`src/hdl/asq_pkg.sv`:
```
// Shared constants and carriers for the arithmetic step sequencer
`default_nettype none
package asq_pkg;
  // Timing: the alpha advance pulse comes from a divider of core_clk
  localparam int unsigned CLK_NS = 40;
  localparam int unsigned ALPHA_NS = 160;
  localparam int unsigned ALPHA_CYC = (ALPHA_NS + CLK_NS - 1) / CLK_NS;
  localparam logic [3:0] ALPHA_LAST = 4'(ALPHA_CYC - 1);
  localparam logic [3:0] DIV_RST = 4'h0;

  // Sequencer time levels, one flip-flop each
  localparam int unsigned NSTATE = 12;
  localparam int unsigned S00 = 0;
  localparam int unsigned S01 = 1;
  localparam int unsigned S02 = 2;
  localparam int unsigned S03 = 3;
  localparam int unsigned S04 = 4;
  localparam int unsigned S05 = 5;
  localparam int unsigned S06 = 6;
  localparam int unsigned S07 = 7;
  localparam int unsigned S08 = 8;
  localparam int unsigned S09 = 9;
  localparam int unsigned S10 = 10;
  localparam int unsigned S11 = 11;
  localparam logic [11:0] SEQ_IDLE = 12'h001;

  // Step counter
  localparam int unsigned STEP_W = 8;
  localparam int unsigned STEP_SIGN = 7;
  localparam logic [7:0] STEP_RST = 8'h00;

  // Register offsets
  localparam logic [3:0] OFS_OP = 4'h0;
  localparam logic [3:0] OFS_CFG = 4'h4;
  localparam logic [3:0] OFS_STAT = 4'h8;
  localparam logic [3:0] OFS_STEP = 4'hC;

  // Operation codes held in the op holder
  localparam logic [3:0] OPC_NONE = 4'h0;
  localparam logic [3:0] OPC_ADD = 4'h1;
  localparam logic [3:0] OPC_MINUS = 4'h2;
  localparam logic [3:0] OPC_PRODUCT = 4'h3;
  localparam logic [3:0] OPC_QUOTIENT = 4'h4;
  localparam logic [3:0] OPC_TALLY = 4'h5;
  localparam logic [3:0] OPC_JUSTIFY = 4'h6;
  localparam logic [3:0] OPC_BITMOVE = 4'h7;
  localparam logic [3:0] OPC_DISPATCH = 4'h8;

  // Config fields: [5:0] longest subword, [6] double length, [7] long carry
  localparam int unsigned CFG_LEN_LSB = 0;
  localparam int unsigned CFG_DBL = 6;
  localparam int unsigned CFG_LONG = 7;
  localparam logic [7:0] CFG_RST = 8'h09;
  localparam int unsigned STAT_BUSY = 12;

  typedef struct packed {
    logic [3:0] addr;
    logic [31:0] wdata;
    logic wr;
    logic rd;
  } asq_bus_t;

  typedef struct packed {
    logic start;
    logic preset;
    logic au_stop;
    logic operand_zero;
    logic all_justified;
    logic moves_done;
  } asq_ctl_t;
endpackage
`default_nettype wire

```
`src/hdl/asq_top.sv`:
```
// Arithmetic step sequencer: shift-register time levels and step counter
// Notes on behaviour
// RQ1: Shift register; flip-flops are the time levels.
// RQ2: Op load, preset, stop, bad op: idle.
// RQ3: Clear at 09 add/minus/product, 11 quotient, 03 dispatch.
// RQ4: Tally clears in 02 at step zero.
// RQ5: Justify clears in 04 on zero/normalized.
// RQ6: Bit-move clears in 04 when counts exhausted.
// RQ7: Start leaves idle, advances until wait/idle.
// RQ8: Justify and bit-move hold in 04.
// RQ9: Dispatch runs to 03 then idle.
// RQ10: Quotient/tally suppress advance in listed states.
// RQ11: Jump path never loads idle.
// RQ12: Add/minus jump 03 to 05/06 by length.
// RQ13: Product holds 03, then jumps 05/06.
// RQ14: Quotient loops 05..09, exits 08 to 10, 11.
// RQ15: Step cleared at start, preset negative in 01.
// RQ16: One step pulse per subcycle; sign ends.
// RQ17: Justify/bit-move count while holding 04.
// RQ18: Product counts once in 02, then per 03.
// RQ19: Tally counts each pass in 02.
// RQ20: Quotient counts each pass through 07.
// RQ21: All changes on the alpha enable pulse.
//
// The implementer's own choices: the address-and-strobe port and the register addresses.
`default_nettype none
module asq_top (
  input wire logic core_clk,
  input wire logic rst_n,
  input wire asq_pkg::asq_bus_t bus,
  output logic [31:0] rdata,
  input wire asq_pkg::asq_ctl_t ctl,
  output logic [11:0] time_levels,
  output logic [7:0] step_count,
  output logic step_pulse,
  output logic alpha_pulse
);
  import asq_pkg::*;

  logic [3:0] div_r;
  logic alpha_en;
  logic [3:0] op_r;
  logic op_pend_r;
  logic [7:0] cfg_r;
  logic [11:0] seq_r;
  logic [11:0] seq_nxt;
  logic [7:0] step_r;
  logic [7:0] step_nxt;
  logic [31:0] rdata_r;
  logic [31:0] rdata_nxt;
  logic step_pl_r;
  logic is_add;
  logic is_prod;
  logic is_quot;
  logic is_tally;
  logic is_just;
  logic is_move;
  logic is_disp;
  logic op_bad;
  logic force_idle;
  logic idle;
  logic end_clr;
  logic jump_hit;
  logic [11:0] jump_tgt;
  logic hold;
  logic inhibit;
  logic count_en;
  logic step_zero;
  logic step_done;
  logic [7:0] preset_val;
  logic [6:0] len_eff;

  // One-hot image of a single level
  function automatic logic [11:0] lvl(input int unsigned idx);
    lvl = 12'h001 << idx;
  endfunction

  // Carry stage entry; a long subword enters earlier to allow more carry time
  function automatic logic [11:0] carry_entry(input logic long_sel);
    carry_entry = long_sel ? lvl(S05) : lvl(S06);
  endfunction

  // Alpha divider; one-cycle enable per alpha period
  always_ff @(posedge core_clk or negedge rst_n) begin
    if (!rst_n) begin
      div_r <= DIV_RST;
    end else if (div_r == ALPHA_LAST) begin
      div_r <= DIV_RST;
    end else begin
      div_r <= div_r + 4'h1;
    end
  end
  assign alpha_en = (div_r == ALPHA_LAST);

  // Op holder; a write loads at once and marks a pending load that forces idle on alpha
  always_ff @(posedge core_clk or negedge rst_n) begin
    if (!rst_n) begin
      op_r <= OPC_NONE;
    end else if (bus.wr && bus.addr == OFS_OP) begin
      op_r <= bus.wdata[3:0];
    end
  end

  // Pending load flag: a new write wins over the alpha clear
  always_ff @(posedge core_clk or negedge rst_n) begin
    if (!rst_n) begin
      op_pend_r <= 1'b0;
    end else if (bus.wr && bus.addr == OFS_OP) begin
      op_pend_r <= 1'b1;
    end else if (alpha_en) begin
      op_pend_r <= 1'b0;
    end
  end

  always_ff @(posedge core_clk or negedge rst_n) begin
    if (!rst_n) begin
      cfg_r <= CFG_RST;
    end else if (bus.wr && bus.addr == OFS_CFG) begin
      cfg_r <= bus.wdata[7:0];
    end
  end

  // Operation decode
  assign is_add = (op_r == OPC_ADD) || (op_r == OPC_MINUS);
  assign is_prod = (op_r == OPC_PRODUCT);
  assign is_quot = (op_r == OPC_QUOTIENT);
  assign is_tally = (op_r == OPC_TALLY);
  assign is_just = (op_r == OPC_JUSTIFY);
  assign is_move = (op_r == OPC_BITMOVE);
  assign is_disp = (op_r == OPC_DISPATCH);
  assign op_bad = !(is_add || is_prod || is_quot || is_tally || is_just || is_move || is_disp);

  assign idle = seq_r[S00];
  assign step_zero = (step_r == STEP_RST);
  // RQ16: sign bit clear ends count
  assign step_done = !step_r[STEP_SIGN];

  // RQ15: negative preset from longest subword, doubled for double length
  assign len_eff = cfg_r[CFG_DBL] ? {cfg_r[5:0], 1'b0} : {1'b0, cfg_r[5:0]};
  assign preset_val = 8'h00 - {1'b0, len_eff};

  // RQ2: forced idle sources
  assign force_idle = op_pend_r || ctl.preset || ctl.au_stop || op_bad;

  // RQ3: end of instruction clears
  always_comb begin
    end_clr = 1'b0;
    if (is_add || is_prod) begin
      end_clr = seq_r[S09];
    end else if (is_quot) begin
      end_clr = seq_r[S11];
    end else if (is_disp) begin
      // RQ9: dispatch ends at 03
      end_clr = seq_r[S03];
    end else if (is_tally) begin
      // RQ4: tally ends in 02
      end_clr = seq_r[S02] && step_zero;
    end else if (is_just) begin
      // RQ5: zero operand or all normalized
      end_clr = seq_r[S04] &&
        ((ctl.operand_zero && step_zero) || (!ctl.operand_zero && ctl.all_justified));
    end else if (is_move) begin
      // RQ6: clear after all counts done
      end_clr = seq_r[S04] && ctl.moves_done;
    end
  end

  // Forward and backward jumps; targets are never the idle level
  always_comb begin
    jump_hit = 1'b0;
    jump_tgt = lvl(S05);
    if (is_add && seq_r[S03]) begin
      // RQ12: carry time by subword length
      jump_hit = 1'b1;
      jump_tgt = carry_entry(cfg_r[CFG_LONG]);
    end else if (is_prod && seq_r[S03] && step_done) begin
      // RQ13: final carry after steps
      jump_hit = 1'b1;
      jump_tgt = carry_entry(cfg_r[CFG_LONG]);
    end else if (is_quot && (seq_r[S02] || seq_r[S09])) begin
      // RQ14: enter or re-enter divide loop
      jump_hit = 1'b1;
      jump_tgt = carry_entry(cfg_r[CFG_LONG]);
    end else if (is_quot && seq_r[S08]) begin
      // RQ14: leave loop to 10 on finish
      jump_hit = 1'b1;
      jump_tgt = (step_done && step_r[2] && !step_r[1]) ? lvl(S10) : lvl(S09);
    end
  end

  // RQ8: waiting states hold the level
  assign hold = ((is_just || is_move) && seq_r[S04]) ||
    (is_prod && seq_r[S03] && !step_done);

  // RQ10: quotient and tally suppress the plain advance
  assign inhibit = (is_quot || is_tally) &&
    (seq_r[S02] || seq_r[S03] || seq_r[S09] || seq_r[S11] ||
     (seq_r[S08] && (step_r[STEP_SIGN] || (step_r[2] && !step_r[1]))));

  // Step pulse per subcycle pass
  always_comb begin
    count_en = 1'b0;
    if (is_prod) begin
      // RQ18: once in 02, then per 03 pass
      count_en = seq_r[S02] || (seq_r[S03] && !step_done);
    end else if (is_tally) begin
      // RQ19: each pass in 02
      count_en = seq_r[S02] && !step_zero;
    end else if (is_just || is_move) begin
      // RQ17: counts while holding 04
      count_en = seq_r[S04] && !end_clr;
    end else if (is_quot) begin
      // RQ20: each pass through 07
      count_en = seq_r[S07];
    end
  end

  // Next level of the shift register
  always_comb begin
    seq_nxt = seq_r;
    if (force_idle) begin
      seq_nxt = SEQ_IDLE;
    end else if (idle) begin
      // RQ7: start leaves idle
      if (ctl.start) begin
        seq_nxt = lvl(S01);
      end
    end else if (end_clr) begin
      seq_nxt = SEQ_IDLE;
    end else if (jump_hit) begin
      // RQ11: jump target from non-idle set
      seq_nxt = jump_tgt;
    end else if (!hold && !inhibit) begin
      // RQ1: plain shift to the next level
      seq_nxt = {seq_r[10:0], seq_r[11]};
    end
  end

  always_comb begin
    step_nxt = step_r;
    if (force_idle) begin
      step_nxt = step_r;
    end else if (idle && ctl.start) begin
      // RQ15: cleared on start
      step_nxt = STEP_RST;
    end else if (seq_r[S01]) begin
      step_nxt = preset_val;
    end else if (count_en) begin
      step_nxt = step_r + 8'h01;
    end
  end

  // RQ21: sequencer advances only on alpha
  always_ff @(posedge core_clk or negedge rst_n) begin
    if (!rst_n) begin
      seq_r <= SEQ_IDLE;
    end else if (alpha_en) begin
      seq_r <= seq_nxt;
    end
  end

  // RQ21: step counter moves only on alpha
  always_ff @(posedge core_clk or negedge rst_n) begin
    if (!rst_n) begin
      step_r <= STEP_RST;
    end else if (alpha_en) begin
      step_r <= step_nxt;
    end
  end

  // RQ16: registered step pulse, one cycle per counted pass
  always_ff @(posedge core_clk or negedge rst_n) begin
    if (!rst_n) begin
      step_pl_r <= 1'b0;
    end else begin
      step_pl_r <= alpha_en && !force_idle && !idle && !seq_r[S01] && count_en;
    end
  end

  // Read mux; unmapped offsets answer zero
  always_comb begin
    rdata_nxt = 32'h0000_0000;
    case (bus.addr)
      OFS_OP: rdata_nxt = {28'h000_0000, op_r};
      OFS_CFG: rdata_nxt = {24'h00_0000, cfg_r};
      OFS_STAT: rdata_nxt = {19'h0_0000, !idle, seq_r};
      OFS_STEP: rdata_nxt = {24'h00_0000, step_r};
      default: rdata_nxt = 32'h0000_0000;
    endcase
  end

  always_ff @(posedge core_clk or negedge rst_n) begin
    if (!rst_n) begin
      rdata_r <= 32'h0000_0000;
    end else if (bus.rd) begin
      rdata_r <= rdata_nxt;
    end else begin
      rdata_r <= 32'h0000_0000;
    end
  end

  assign rdata = rdata_r;
  assign time_levels = seq_r;
  assign step_count = step_r;
  assign step_pulse = step_pl_r;
  assign alpha_pulse = alpha_en;
endmodule
`default_nettype wire

```
`config.mk`:
```
export PLATFORM = sky130hd
export DESIGN_NAME = asq_top
export DESIGN_NICKNAME = d
export VERILOG_FILES = /design/src/hdl/asq_pkg.sv /design/src/hdl/asq_top.sv
export SDC_FILE = /design/constraint.sdc
export NUM_CORES = 1
export LEC_CHECK = 0
export BUFFER_PORTS_ARGS = -buffer_cell sky130_fd_sc_hd__buf_2
export CAP_MARGIN = 20
export CORE_MARGIN = 5
export CORE_UTILIZATION = 50
export CTS_CLUSTER_SIZE = 14
export DETAILED_ROUTE_END_ITERATION = 7
export PLACE_DENSITY_LB_ADDON = 0.3
export REMOVE_ABC_BUFFERS = 1
export SLEW_MARGIN = 20
export SYNTH_ARGS = -nofsm -noshare
export SYNTH_HDL_FRONTEND = slang
export SYNTH_SLANG_ARGS = --single-unit
```
`constraint.sdc`:
```
create_clock -name core_clk -period 2.7 [get_ports core_clk]
set_clock_uncertainty 0.05 [all_clocks]
set_input_delay 0.135 -clock core_clk [delete_from_list [all_inputs] [get_ports core_clk]]
set_output_delay 0.135 -clock core_clk [all_outputs]
set_load 0.02 [all_outputs]
```
==> results.json <==
{
  "cts.path.max_buffers": 2,
  "syn_area_per_cell_um2": 10.03,
  "yosys_warnings": 0,
  "drt-initial-drc-count": 222,
  "cp-start-kind": "flip-flop",
  "startpoint": "step_count[0]",
  "cts_resized": 0,
  "dp_hpwl_um": 5418,
  "fin_nets": 417,
  "synth_ff_type": "dfrtp_1",
  "cts_root_buf": "clkbuf_8",
  "finalHoldViolCount": 0,
  "drive_above_1_share_pct": 29.35,
  "htreeDepth": 2,
  "gr-usage-all-layers_pct": 19.59,
  "final_cell_mix": "buf_2 (55), dfrtp_1 (48), nand3_1 (19), conb_1 (19), nand2_1 (18)",
  "busiest_layer": "met2",
  "ir_drop_v": 0.0004664,
  "grtUsageMet1_pct": 28.45,
  "criticalPathCategory": "flip-flop to flip-flop",
  "grt_setup_unrepaired": "no",
  "cts.sinks": 51,
  "grt_pass1_vias": 2467,
  "hold_path_startpoint": "bus[8]",
  "place_ws_ps": 392.9,
  "critPathRequiredTime_ps": 2830,
  "dieArea_um2": 7983,
  "rows": 29,
  "gp_congestion": 0.8925,
  "core_um2": 6241,
  "tns_ps": 0,
  "antenna_found_initial": 0,
  "r2r_slack_ps": 370,
  "syn_area_um2": 3148,
  "synth_cell_types": 71,
  "areaGrowthSynthToFinish_pct": 11.21,
  "num_vias": 2584,
  "grt_max_degree": 51,
  "grt_overflow": 0,
  "post_cts_buffers": 0,
  "drt_pass1_iterations": 4,
  "path_max_fanout": 10,
  "slew_headroom_pct": 57.87,
  "avgRoutedWirePerCell_um": 16.55,
  "grt_pass1_wl_um": 12170,
  "postSynth.asyncResetShare_pct": 100.0,
  "ant_nets": 0,
  "final_core_util_pct": 56.09,
  "cts_tree": "done",
  "fin_crit_sh_pct": 86.20,
  "cap_violations": 0,
  "dpl-instance-area_um2": 3371,
  "initial_core_util_pct": 50.44,
  "drt_wl_total_um": 7365,
  "cts_made_buffers": 5,
  "r2r_end": "step_count[7]",
  "fin_area_um2": 3501,
  "insertion_delay_ps": 300,
  "r2r_start": "step_count[0]",
  "timing.final.ws_setup_ps": 372.6,
  "yosys_register_bits": 51,
  "dieWidth_um": 89.35,
  "cp-endpoint": "step_count[7]",
  "holdCritPathClass": "input pin to flip-flop",
  "p_leak_nw": 1.645,
  "fin_crit_ps": 2327,
  "power.density_nw_per_um2": 582.0,
  "slew_viol_final": 0,
  "route.detailed.drc": 0,
  "synthCells": 314,
  "power_w": 0.002038,
  "io_pins": 100,
  "use_met2_pct": 30.27,
  "min_delay_path_depth": 2,
  "clkTransAtPathRegs_ps": 90,
  "reg2reg_depth": 9,
  "antenna_cells": 0,
  "synth_edf_count": 0,
  "cp_data_arrival_time_ps": 2460,
  "fmax_mhz": 429.7,
  "seq_area_frac_synth_pct": 40.66,
  "setup_violations": 0,
  "outcome": "complete, no violations",
  "tightest_slew_ps": 631.9,
  "layout_commonest_cell": "buf_2",
  "cp-end-kind": "flip-flop",
  "portBuffers": 56,
  "use_met3_pct": 4.055,
  "die_y_um": 89.35,
  "routed_via_density": 5.807
}
[metrics by stage]
stage | instances | hold slack (ps)
3_5_place_dp | 436 | 321.9
6_report | 445 | 7.760
3_3_place_gp | 436 | 317.3
5_1_grt | 445 | 1.504
4_1_cts | 444 | 3.962
2_1_floorplan | 297 | -210.6
[cells by family after synthesis]
| logic type | after synthesis | share of synthesized area [%] |
|---|---|---|
| AOI/OAI and AO/OA | 87 | 21.34 |
| xor gates and xnor gates | 5 | 1.391 |
| adders and majority gates | 4 | 1.590 |
| buffers and inverters | 45 | 9.658 |
| DFF | 51 | 40.66 |
| muxes | 21 | 7.273 |
| other | 1 | 0.1191 |
| and+or+nand+nor | 100 | 17.96 |
[layer usage]
| layer | routed length (um) | vias to the layer above |
|---|---|---|
| li1 | - | 1229 |
| met1 | 3260 | 1248 |
| met2 | 3441 | 97 |
| met4 | 93 | 0 |
| met5 | 0 | - |
| met3 | 570 | 10 |
[sequential cells by signal (all words and copies together) (netlist names)]
register,cells
cfg_r,8
div_r,4
op_pend_r,1
op_r,4
rdata,13
step_count,8
step_pulse,1
time_levels,12
[power breakdown]
| group | total (W) | switching (W) | internal (W) |
|---|---|---|---|
| combinational | 0.000533 | 0.000294 | 0.000239 |
| clock | 0.000552 | 0.000252 | 0.000300 |
| sequential | 0.000952 | 0.000124 | 0.000829 |
| total | 0.00204 | 0.000669 | 0.00137 |
[cell type report]
type	count	area, um2
flip-flops and latches	51	1280
repair buffers	63	337.8
well taps	77	96.34
clock inverters	2	35.03
fillers	556	2740
multi-input cells	236	1632
clock buffers	6	82.58
inverters	10	37.54
[cells in the mapped netlist, drive strengths merged, types with 3 or more instances]
master   number  share of area, %
clkbuf        8               1.3
nor4          5               1.7
mux2         15               5.4
buf          27               7.2
nor3          6              0.95
a22o          7               2.0
nor2         17               2.0
o211ai        3               1.2
nor2b         5               1.2
or3           3              0.64
dfrtp        48                38
a22oi         5               1.2
o221ai        4               1.3
a21oi        15               2.7
nand3        19               3.0
inv          10               1.2
o21ai        15               2.7
ha            4               1.6
mux2i         6               1.9
nand2        19               2.3
xnor2         3              0.83
and2          8               1.6
a2bb2oi       7               1.9
a31oi         3              0.60
o2bb2ai       4               1.1
dfstp         3               2.5
o22ai         4              0.79
o21a          3              0.72
o311ai        3              0.83
and3          8               1.6
[repair_timing]
action	4_1_cts	5_1_grt
hold endpoints to repair	0	48
hold buffers	0	1
setup endpoints to repair	0	0
[critical path, stage by stage (launching register included)]
cell       delay, ps
dfrtp_1          450
inv_1            120
ha_1             140
or4b_4           480
o22ai_1          150
a22o_2           180
o221a_1          190
buf_4            190
a21oi_4          110
a2bb2oi_1        160
[worst min-delay path by stage]
stage          endpoint  slack (ps)
3_5_place_dp   cfg_r[4]         320
6_report       cfg_r[6]           8
2_1_floorplan  cfg_r[1]        -210
4_1_cts        cfg_r[7]           4
3_3_place_gp   cfg_r[5]         320
5_1_grt        cfg_r[4]           2
Power figures use the tool's default switching activity.
